## src/asmd_cfg.svh

```systemverilog
`ifndef ASMD_CFG_SVH
`define ASMD_CFG_SVH
/*
  offsets, field positions, reset values and timing figures of the speed-mode detector.
  assumes inclusion by bare name from the design file only.
*/
// register offsets
`define ASMD_SPEED_CTRL_ADDR  8'h02
`define ASMD_STATUS_ADDR      8'h03
// speed_mode_control fields
`define ASMD_FM_LO_BIT        0
`define ASMD_FM_HI_BIT        1
`define ASMD_FMT_LSB          4
`define ASMD_FMT_MSB          6
`define ASMD_SPEED_CTRL_RST   8'h00
// format counts
`define ASMD_FMT_COUNT_SA     3'h4
`define ASMD_FMT_COUNT_CP     3'h6
// clock and frame-rate windows, in hertz
`define ASMD_CLK_HZ           10000000
`define ASMD_SS_MIN_HZ        4000
`define ASMD_SS_MAX_HZ        50000
`define ASMD_DS_MIN_HZ        84000
`define ASMD_DS_MAX_HZ        100000
`define ASMD_QS_MIN_HZ        170000
`define ASMD_QS_MAX_HZ        200000
`endif

```

## src/asmd_notes_unused.sv

```systemverilog
`timescale 1ns/100ps

```

## src/asmd_pkg.sv

```systemverilog
/*
  types of the speed-mode detector.
  assumes nothing beyond a SystemVerilog compiler.
*/
package asmd_pkg;
    typedef enum logic [2:0] {
        ASMD_SPD_NONE   = 3'b000,
        ASMD_SPD_SINGLE = 3'b001,
        ASMD_SPD_DOUBLE = 3'b010,
        ASMD_SPD_QUAD   = 3'b100
    } asmd_speed_type;
endpackage : asmd_pkg

```

## src/asmd_speed_detect.sv

```systemverilog
/*
  speed-mode detection, forced-mode override and master/frame ratio check.
  assumes frame_clock, master_div_clock, standalone and format pins come from outside
  this clock domain; register port is driven by logic on clk.
*/
`timescale 1ns/100ps
`include "asmd_cfg.svh"

// Function
// - after reset automatic detection runs without any register write
// - auto picks single 4-50k, double 84-100k, quad 170-200k
// - only a non-zero speed-select value in register 02h overrides detection
// - select 00 auto, 01 single, 10 double, 11 quad; forced means no detection
// - stand-alone operation always uses automatic detection
// - four formats stand-alone, six formats with control port
// - mute output active whenever measured ratio is invalid
module asmd_speed_detect
    import asmd_pkg::*;
#(
    parameter int PRESCALE = 32,
    parameter int STABLE   = 4
) (
    // clock and reset
    input  wire logic        clk,
    input  wire logic        rstn,
    // pins
    input  wire logic        frame_clock,
    input  wire logic        master_div_clock,
    input  wire logic        standalone,
    input  wire logic [1:0]  format_pins,
    // register port
    input  wire logic [7:0]  reg_addr,
    input  wire logic        reg_write,
    input  wire logic [7:0]  reg_wdata,
    output logic      [7:0]  reg_rdata,
    // status
    output asmd_speed_type   speed_mode,
    output logic             unsupported,
    output logic             mute_control_out,
    output logic      [2:0]  active_format,
    output logic             format_invalid
);
    localparam int SS_MAX_CYC = `ASMD_CLK_HZ / `ASMD_SS_MIN_HZ;
    localparam int SS_MIN_CYC = (`ASMD_CLK_HZ + `ASMD_SS_MAX_HZ - 1) / `ASMD_SS_MAX_HZ;
    localparam int DS_MAX_CYC = `ASMD_CLK_HZ / `ASMD_DS_MIN_HZ;
    localparam int DS_MIN_CYC = (`ASMD_CLK_HZ + `ASMD_DS_MAX_HZ - 1) / `ASMD_DS_MAX_HZ;
    localparam int QS_MAX_CYC = `ASMD_CLK_HZ / `ASMD_QS_MIN_HZ;
    localparam int QS_MIN_CYC = (`ASMD_CLK_HZ + `ASMD_QS_MAX_HZ - 1) / `ASMD_QS_MAX_HZ;
    localparam int PER_W      = $clog2(SS_MAX_CYC + 2);
    localparam logic [PER_W-1:0] PER_SAT = '1;
    localparam logic [2:0]       AGREE_LAST = 3'(STABLE - 1);

    // pin synchronisers: three flops, a change counts once the last two agree
    logic [4:0] pin_raw;
    logic [4:0] pin_f;
    assign pin_raw = {format_pins, standalone, master_div_clock, frame_clock};
    genvar gi;
    generate
        for (gi = 0; gi < 5; gi++) begin : g_sync
            logic s1, s2, s3, filt, next_filt;
            always_comb begin
                next_filt = (s2 == s3) ? s3 : filt;
            end
            always_ff @(posedge clk) begin
                if (!rstn) begin
                    s1   <= 1'b0;
                    s2   <= 1'b0;
                    s3   <= 1'b0;
                    filt <= 1'b0;
                end else begin
                    s1   <= pin_raw[gi];
                    s2   <= s1;
                    s3   <= s2;
                    filt <= next_filt;
                end
            end
            assign pin_f[gi] = filt;
        end
    endgenerate

    function automatic asmd_speed_type classify(input logic [PER_W-1:0] per);
        int p;
        p = int'(per);
        if (p >= SS_MIN_CYC && p <= SS_MAX_CYC)      classify = ASMD_SPD_SINGLE;
        else if (p >= DS_MIN_CYC && p <= DS_MAX_CYC) classify = ASMD_SPD_DOUBLE;
        else if (p >= QS_MIN_CYC && p <= QS_MAX_CYC) classify = ASMD_SPD_QUAD;
        else                                         classify = ASMD_SPD_NONE;
    endfunction : classify

    function automatic logic ratio_valid(input asmd_speed_type m, input logic [5:0] cnt);
        int r;
        r = int'(cnt) * PRESCALE;
        ratio_valid = 1'b0;
        unique case (m)
            ASMD_SPD_SINGLE: ratio_valid = r inside {256, 384, 512, 768, 1024, 1152};
            ASMD_SPD_DOUBLE: ratio_valid = r inside {128, 192, 256, 384, 512};
            ASMD_SPD_QUAD:   ratio_valid = r inside {64, 96, 128, 192, 256};
            default:         ratio_valid = 1'b0;
        endcase
    endfunction : ratio_valid

    logic           frame_d, mdiv_d, started, ratio_ok, unsup;
    logic [PER_W-1:0] period;
    logic [5:0]     mcnt;
    logic [2:0]     agree;
    logic [7:0]     speed_ctrl;
    asmd_speed_type last_cand, detected;
    logic           next_frame_d, next_mdiv_d, next_started, next_ratio_ok, next_unsup;
    logic [PER_W-1:0] next_period;
    logic [5:0]     next_mcnt, mcnt_now;
    logic [2:0]     next_agree;
    logic [7:0]     next_speed_ctrl;
    asmd_speed_type next_last_cand, next_detected, cand, active;
    logic           frame_rise, mdiv_rise, forced;
    logic [1:0]     fm;

    assign frame_rise = pin_f[0] & ~frame_d;
    assign mdiv_rise  = pin_f[1] & ~mdiv_d;
    assign fm = {speed_ctrl[`ASMD_FM_HI_BIT], speed_ctrl[`ASMD_FM_LO_BIT]};
    // stand-alone has no override path, only the register can force a mode
    assign forced = !pin_f[2] && (fm != 2'b00);

    always_comb begin
        unique case (fm)
            2'b01:   active = ASMD_SPD_SINGLE;
            2'b10:   active = ASMD_SPD_DOUBLE;
            2'b11:   active = ASMD_SPD_QUAD;
            default: active = detected;
        endcase
        if (!forced) begin
            active = detected;
        end
    end

    always_comb begin
        next_frame_d    = pin_f[0];
        next_mdiv_d     = pin_f[1];
        next_started    = started;
        next_ratio_ok   = ratio_ok;
        next_unsup      = unsup;
        next_agree      = agree;
        next_last_cand  = last_cand;
        next_detected   = detected;
        next_speed_ctrl = speed_ctrl;
        cand            = classify(period);
        mcnt_now = (mdiv_rise && mcnt != 6'h3f) ? mcnt + 6'h01 : mcnt;
        next_mcnt   = mcnt_now;
        next_period = (period != PER_SAT) ? period + 1'b1 : period;
        if (reg_write && reg_addr == `ASMD_SPEED_CTRL_ADDR) begin
            next_speed_ctrl = reg_wdata;
        end
        if (frame_rise) begin
            next_started = 1'b1;
            next_period  = '0 + 1'b1;
            next_mcnt    = '0;
            next_ratio_ok = started && ratio_valid(active, mcnt_now);
            if (started) begin
                next_last_cand = cand;
                // a new mode must repeat for STABLE periods before it is taken
                if (cand == last_cand && cand != ASMD_SPD_NONE) begin
                    if (agree != AGREE_LAST) next_agree = agree + 3'h1;
                end else begin
                    next_agree = '0;
                end
                next_unsup = (cand == ASMD_SPD_NONE);
                if (!forced && cand == last_cand && cand != ASMD_SPD_NONE
                    && agree >= AGREE_LAST - 3'h1) begin
                    next_detected = cand;
                end
            end
        end else if (period == PER_SAT) begin
            // frame clock stopped: nothing valid to measure, mute and flag
            next_unsup    = 1'b1;
            next_ratio_ok = 1'b0;
            next_agree    = '0;
            next_started  = 1'b0;
        end
    end

    always_ff @(posedge clk) begin
        if (!rstn) begin
            frame_d    <= 1'b0;
            mdiv_d     <= 1'b0;
            started    <= 1'b0;
            ratio_ok   <= 1'b0;
            unsup      <= 1'b0;
            period     <= '0;
            mcnt       <= '0;
            agree      <= '0;
            last_cand  <= ASMD_SPD_NONE;
            detected   <= ASMD_SPD_SINGLE;
            speed_ctrl <= `ASMD_SPEED_CTRL_RST;
        end else begin
            frame_d    <= next_frame_d;
            mdiv_d     <= next_mdiv_d;
            started    <= next_started;
            ratio_ok   <= next_ratio_ok;
            unsup      <= next_unsup;
            period     <= next_period;
            mcnt       <= next_mcnt;
            agree      <= next_agree;
            last_cand  <= next_last_cand;
            detected   <= next_detected;
            speed_ctrl <= next_speed_ctrl;
        end
    end

    // outputs, registered
    logic [7:0]     next_rdata;
    logic [2:0]     next_fmt;
    logic           next_fmt_bad;
    always_comb begin
        next_rdata = 8'h00;
        if (reg_addr == `ASMD_SPEED_CTRL_ADDR) begin
            next_rdata = speed_ctrl;
        end else if (reg_addr == `ASMD_STATUS_ADDR) begin
            next_rdata = {4'h0, ~ratio_ok, unsup, active[2] | active[1], active[2] | active[0]};
        end
        if (pin_f[2]) begin
            next_fmt     = {1'b0, pin_f[4:3]};
            next_fmt_bad = 1'b0;
        end else begin
            next_fmt     = speed_ctrl[`ASMD_FMT_MSB:`ASMD_FMT_LSB];
            next_fmt_bad = next_fmt >= `ASMD_FMT_COUNT_CP;
        end
    end

    always_ff @(posedge clk) begin
        if (!rstn) begin
            reg_rdata        <= 8'h00;
            speed_mode       <= ASMD_SPD_SINGLE;
            unsupported      <= 1'b0;
            mute_control_out <= 1'b1;
            active_format    <= 3'h0;
            format_invalid   <= 1'b0;
        end else begin
            reg_rdata        <= next_rdata;
            speed_mode       <= active;
            unsupported      <= unsup;
            mute_control_out <= ~ratio_ok;
            active_format    <= next_fmt;
            format_invalid   <= next_fmt_bad;
        end
    end
endmodule : asmd_speed_detect

```

## config.mk

```make
export PLATFORM = sky130hd
export DESIGN_NAME = asmd_speed_detect
export DESIGN_NICKNAME = d
export VERILOG_FILES = /design/src/asmd_notes_unused.sv /design/src/asmd_pkg.sv /design/src/asmd_speed_detect.sv
export VERILOG_INCLUDE_DIRS = /design/src
export SDC_FILE = /design/constraint.sdc
export NUM_CORES = 1
export LEC_CHECK = 0
export ABC_AREA = 1
export BUFFER_PORTS_ARGS = -buffer_cell sky130_fd_sc_hd__buf_2
export CAP_MARGIN = 30
export CORE_MARGIN = 1
export CORE_UTILIZATION = 57
export CTS_BUF_LIST = sky130_fd_sc_hd__clkbuf_16
export CTS_CLUSTER_SIZE = 28
export DETAILED_ROUTE_END_ITERATION = 8
export GPL_ROUTABILITY_DRIVEN = 1
export HOLD_SLACK_MARGIN = 0.02
export PLACE_DENSITY = 0.87
export SETUP_SLACK_MARGIN = 0.5
export SYNTH_ARGS = -nofsm -noshare
export SYNTH_HDL_FRONTEND = slang
export SYNTH_SLANG_ARGS = --single-unit
```

## constraint.sdc

```tcl
create_clock -name clk -period 2.4 [get_ports clk]
set_clock_uncertainty 0.2 [all_clocks]
set_input_delay 0.24 -clock clk [delete_from_list [all_inputs] [get_ports clk]]
set_output_delay 0.24 -clock clk [all_outputs]
set_load 0.005 [all_outputs]
```

==> results of run 1 <==
==> metrics by stage <==
stage,utilization (%),worst slack (ps),instances,hold slack [ps],cell area (sq um)
5_1_grt,82.2,196,605,76.7,4610
6_report,82.2,271,605,45.1,4610
2_1_floorplan,-,516,445,138,3380
4_1_cts,76.9,432,593,49.9,4310
3_3_place_gp,65.4,426,554,192,3660
3_5_place_dp,65.4,309,554,200,3660
==> per-layer routing <==
layer	routed length (microns)	vias up	global-route usage, %
met2	5240	232	51.5
li1	-	1577	-
met4	665	0	19.5
met3	783	77	6.21
met1	3780	1582	31.5
met5	0	-	0
==> logic make-up (layout without fill, tap and decap cells) <==
logic type	Yosys count	count (layout)
compound gates	79	79
xor+xnor	10	10
fa+ha+maj	5	5
buf+inv	90	178
flops	77	77
simple gates	184	184
==> area by class of cell <==
cell class,instances,area [sq um]
Tap cell,72,90.1
Clock buffer,9,225
Fill cell,300,1000
Clock inverter,5,55.1
Timing Repair Buffer,80,541
Multi-Input combinational cell,278,1800
Sequential cell,77,1580
Inverter,84,320
==> cells in the final DEF, fill, tap and decap left out, types with 13 or more instances in the layout <==
cell           instances
a21oi_1               24
o21ai_0               26
dlygate4sd3_1         13
nor2_1                33
dfxtp_1               63
buf_2                 40
inv_1                 71
buf_4                 25
nand2_1               66
==> final timing paths <==
path | to
hold / removal | reg_rdata[3]
hold reg to reg | g_sync[2].s2
setup reg to reg | ratio_ok
setup / recovery | ratio_ok
==> synth_stat cells (6+ instances only) <==
| cell type | count | area share (%) |
|---|---|---|
| o21ai_0 | 31 | 4.6 |
| nor2_4 | 6 | 2.0 |
| inv_1 | 77 | 8.6 |
| a21oi_1 | 30 | 4.5 |
| nand2_1 | 73 | 8.1 |
| nand3_1 | 21 | 3.1 |
| nor2_1 | 46 | 5.1 |
| nand2_2 | 10 | 1.9 |
| xor2_1 | 9 | 2.3 |
| dfxtp_1 | 77 | 46 |
| inv_2 | 6 | 0.67 |
| nand4_1 | 6 | 1.1 |
==> worst max-delay path, delay by kind of cell (launching register included) <==
family / cells / cell delay [ps]
buffers and inverters: 1 / 160
DFF: 1 / 410
AOI/OAI and AO/OA: 2 / 330
and+or+nand+nor: 10 / 920
==> timing repair <==
action / in CTS / in global routing
hold buffers: 13 / 0
hold endpoints to repair: 13 / 0
endpoints found under the setup margin: 11 / 17
resized for setup: 45 / 61
buffers inserted: 12 / 12
pin swaps: 16 / 21
==> flip-flops by register name, indices dropped and copies added, names as in the netlist <==
name	count
speed_mode	3
g_sync.filt	5
format_invalid	1
speed_ctrl	8
agree	3
unsup	1
mcnt	6
detected	3
g_sync.s2	5
last_cand	3
active_format	3
mute_control_out	1
reg_rdata	8
unsupported	1
ratio_ok	1
g_sync.s1	5
mdiv_d	1
g_sync.s3	5
frame_d	1
started	1
period	12
==> power groups by stage <==
stage	sequential (mW)	combinational, mW	clock [mW]
2_1_floorplan	1.33	0.0440	0
3_3_place_gp	1.33	0.0727	0
3_5_place_dp	1.33	0.0752	0
4_1_cts	1.30	0.0965	1.29
5_1_grt	1.30	0.117	1.36
6_report	1.29	0.107	1.31
==> results.json, run 1 <==
{
  "outcome": "complete, no violations",
  "vias_per_cell": 5.73,
  "intPower_mw": 2.12,
  "clock_path_buffers": 2,
  "path_class": "reg -> reg",
  "syn_nets": 474,
  "numCtsBuffers": 9,
  "layout-drive-gt1-share_pct": 35.1,
  "dr.pass1.iters": 5,
  "crit_start": "g_sync[2].filt",
  "clkSinkCount": 77,
  "synth-simple-area-share_pct": 26.6,
  "ys_ff_latch": 77,
  "p_seq_share_pct": 47.7,
  "p_comb_share_pct": 4.0,
  "drc_errors": 0,
  "synth_top_family_by_area": "simple AND/OR/NAND/NOR gates",
  "synth-edff-count": 0,
  "finalPower_mw": 2.71,
  "root_buffer": "clkbuf_16",
  "switchingPower_mw": 0.591,
  "ff2ff_path_depth": 13,
  "hold_class": "in -> reg",
  "path_max_fanout": 7,
  "syn_inst": 445,
  "synth_xor_area_share_pct": 2.60,
  "ff2ff_setup_slack_ps": 270,
  "r2r-start": "g_sync[2].filt",
  "synth_compound_area_share_pct": 13.1,
  "power_density_nw_per_um2": 589,
  "antenna_found_initial": 0,
  "finalCritPeriodShare_pct": 88.7,
  "synth_ff_type": "dfxtp_1",
  "drv_slew": 0,
  "wl_per_cell_microns": 17.3,
  "synth.area.mux_share_pct": 0,
  "synthAdderAreaFrac_pct": 1.86,
  "rows": 27,
  "p_sw_share_pct": 21.8,
  "cp.arrival_ps": 2160,
  "path_clk_slew_ps": 60,
  "clk-insertion-delay-late_ps": 340,
  "syn_area_per_cell_sq_um": 7.57,
  "num_antenna_cells": 0,
  "hpwl_microns": 5090,
  "start_kind": "register",
  "fin_nets": 559,
  "globalplace.congestion": 0.888,
  "initial_core_util_pct": 60.1,
  "final_antenna_net_count": 0,
  "ys_seq_area_share_pct": 45.7,
  "cp_common_cell": "nand2_1",
  "synth_cell_types": 37,
  "pwr-share-clk_pct": 48.3,
  "max_stage_delay_ps": 410,
  "buffer_ports.inserted": 40,
  "hold_viol": 0,
  "die_w_microns": 78.9,
  "top_level_ports": 41,
  "crit_path_cell_trace": "nor2_1, inv_1, nand2_2, o22ai_4, nor2_1, nand2_1, nand2_1, nand2_1, nand3_1, o21ai_1, nor2_1, nand2_1, nand2_1",
  "routed_wl_microns": 10500,
  "track_usage_pct": 29.3,
  "die_area_sq_um": 6220,
  "vias": 3468,
  "period_minus_slack_ps": 2130,
  "relSlewSlack_pct": 65.2,
  "htreeDepth": 3,
  "min_from": "reg_addr[0]",
  "synthArstFlopShare_pct": 0,
  "area_delta_synth_final_pct": 36.8,
  "grt_max_degree": 41,
  "die_y_microns": 78.9,
  "core-area_sq_um": 5610,
  "finalSetupTns_ps": 0,
  "overflow": 0,
  "grt_pass1_vias": 3147,
  "max-cap-violations": 0,
  "peakVddDrop_mv": 0.583,
  "worstHoldPathCells": 4,
  "worstPathRequired_ps": 2430,
  "end_kind": "register",
  "syn_area_sq_um": 3370,
  "grt_pass1_wl_microns": 13900,
  "ys_warn_count": 0,
  "rsz0062_at_grt": "yes",
  "crit_path_top_delay_cell": "dfxtp_2",
  "setup_violations": 0,
  "leakage_nw": 2.15,
  "dr.first_iter.drc_count": 303,
  "fmax_mhz": 470,
  "tightestPinTransition_ps": 520,
  "cts_tree": "built"
}
Power figures use the tool's default switching activity.
==> run 2, diff against run 1 <==
--- a/config.mk
+++ b/config.mk
@@ -7,15 +7,16 @@
 export NUM_CORES = 1
 export LEC_CHECK = 0
 export ABC_AREA = 1
-export BUFFER_PORTS_ARGS = -buffer_cell sky130_fd_sc_hd__buf_2
 export CAP_MARGIN = 30
 export CORE_MARGIN = 1
-export CORE_UTILIZATION = 57
+export CORE_UTILIZATION = 62
 export CTS_BUF_LIST = sky130_fd_sc_hd__clkbuf_16
 export CTS_CLUSTER_SIZE = 28
 export DETAILED_ROUTE_END_ITERATION = 8
+export DONT_BUFFER_PORTS = 1
 export GPL_ROUTABILITY_DRIVEN = 1
 export HOLD_SLACK_MARGIN = 0.02
+export MAX_ROUTING_LAYER = met4
 export PLACE_DENSITY = 0.87
 export SETUP_SLACK_MARGIN = 0.5
 export SYNTH_ARGS = -nofsm -noshare
==> run 2 against run 1 <==
Largest power group unchanged. First-iteration DRC count rose by 54%. Register-to-register slack got worse by 160 ps. Fmax fell by 7.2%. Count of clock-buffer cells in the layout did not move. Largest cell class unchanged. Die area fell by 7.9%. Flip-flop and latch count did not move. Utilization rose by 7.3 points. Cell count fell by 5.1%.
==> results.json, run 2 (same netlist as run 1, synthesis figures left out) <==
{
  "largest_registers": "period (12), reg_rdata (8), speed_ctrl (8)",
  "vias_per_cell": 6.31,
  "initial_core_util_pct": 65.1,
  "final_cell_mix": "inv_1, nand2_1, dfxtp_1, nor2_1, a21oi_1",
  "crit_path_top_delay_cell": "dfxtp_1",
  "hold_class": "in -> reg",
  "drt-met1-wl_microns": 4010,
  "final_antenna_net_count": 0,
  "fin_area_sq_um": 4630,
  "cp_common_cell": "nand2_1",
  "drc_errors": 0,
  "fmax_mhz": 436,
  "max_stage_delay_ps": 350,
  "clock_path_buffers": 2,
  "buffer_ports.inserted": 0,
  "top_level_ports": 41,
  "core-area_sq_um": 5170,
  "track_usage_pct": 35.6,
  "path_clk_slew_ps": 60,
  "crit_path_cell_trace": "inv_2, nor2_2, inv_1, o21ai_2, inv_1, nor2_1, nand2_1, o21ai_0, nand4_1, nand2_1, nand2_1, nand2_1",
  "die_area_sq_um": 5730,
  "grt_max_degree": 41,
  "outcome": "complete, no violations",
  "rsz0062_at_grt": "yes",
  "wl_per_cell_microns": 20.5,
  "relSlewSlack_pct": 58.8,
  "worstPathRequired_ps": 2490,
  "rr_endpoint": "ratio_ok",
  "drv_slew": 0,
  "dr.first_iter.drc_count": 466,
  "vias": 3623,
  "finalCritPeriodShare_pct": 95.6,
  "ff2ff_path_depth": 12,
  "dr.pass1.iters": 8,
  "die_y_microns": 75.7,
  "grt_pass1_wl_microns": 14300,
  "clkSinkCount": 77,
  "largest_reg_flops": 12,
  "routed_wl_microns": 11700,
  "power_density_nw_per_um2": 602,
  "start_kind": "register",
  "cts_tree": "built",
  "die_w_microns": 75.7,
  "endpoint": "ratio_ok",
  "tightestPinTransition_ps": 616,
  "largest_register": "period",
  "ff2ff_setup_slack_ps": 110,
  "layout.cells.non_filler": 574,
  "wl_met2_microns": 5520,
  "highest_layer": "met4",
  "setup_violations": 0,
  "dpl_cell_area_sq_um": 3450,
  "hpwl_microns": 4700,
  "leakage_nw": 2.06,
  "hold_viol": 0,
  "overflow": 0,
  "globalplace.congestion": 0.926,
  "r2r-start": "speed_ctrl[1]",
  "finalPower_mw": 2.79,
  "numCtsBuffers": 9,
  "path_max_fanout": 3,
  "antenna_found_initial": 0,
  "htreeDepth": 3,
  "grt_pass1_vias": 3023,
  "period_minus_slack_ps": 2290,
  "finalSetupTns_ps": 0,
  "layout-drive-gt1-share_pct": 33.3,
  "crit_start": "speed_ctrl[1]",
  "fin_nets": 528,
  "num_antenna_cells": 0,
  "peakVddDrop_mv": 0.739,
  "path_class": "reg -> reg",
  "end_kind": "register",
  "area_delta_synth_final_pct": 37.4,
  "cp.arrival_ps": 2380,
  "mostFrequentLayoutCell": "inv_1",
  "clk-insertion-delay-late_ps": 350,
  "met3_length_microns": 1360,
  "rows": 26,
  "max-cap-violations": 0,
  "root_buffer": "clkbuf_16",
  "place_inst": 511
}
run 2: metrics by stage:
stage / utilization (%) / setup slack, ps / hold WS, ps
after global routing: 89.5 / -448 / 96.5
after detailed placement: 66.8 / 299 / 119
final: 89.5 / 106 / 57.1
after floorplan: - / 516 / 138
after global placement: 66.8 / 395 / 118
after CTS: 82.7 / 476 / 45.9
run 2: power by group:
group          switching (mW)  leakage (nW)  total, mW  internal (mW)
logic                  0.0659          1.28      0.117         0.0511
registers              0.0121         0.634       1.30           1.28
clock network           0.565         0.145       1.37          0.810
run 2: how the worst min path moves through the flow:
stage,from,to,cells after the start
final,reg_addr[0],reg_rdata[2],3
after global routing,rstn,agree[1],3
after CTS,reg_addr[0],reg_rdata[2],3
after detailed placement,rstn,speed_mode[0],1
after global placement,rstn,mute_control_out,1
after floorplan,frame_clock,g_sync[0].s1,2
run 2: what timing repair did:
| action | CTS | global route |
|---|---|---|
| gates resized for setup | 58 | 77 |
| hold endpoints to repair | 53 | 0 |
| setup buffers | 21 | 9 |
| setup endpoints to repair | 11 | 28 |
| hold buffers | 17 | 0 |
| pin swaps | 23 | 43 |
run 2: critical path: cells and delay by family, from the launching register on:
family / cells / cell delay, ps
AND/OR/NAND/NOR: 7 / 980
AO/OA/AOI/OAI: 2 / 400
flip-flops: 1 / 350
buffers and inverters: 3 / 300
run 2: final cells by class:
| class | instances | area [sq um] |
|---|---|---|
| Clock buffer | 9 | 225 |
| Clock inverter | 7 | 75.1 |
| Fill cell | 201 | 544 |
| Inverter | 84 | 328 |
| Multi-Input combinational cell | 278 | 1870 |
| Sequential cell | 77 | 1590 |
| Tap cell | 70 | 87.6 |
| Timing Repair Buffer | 49 | 459 |
run 2: routing by layer:
layer | up-vias | track usage (%)
li1 | 1521 | -
met4 | 0 | 20.6
met5 | - | -
met1 | 1651 | 38.0
met2 | 333 | 60.7
met3 | 118 | 7.94
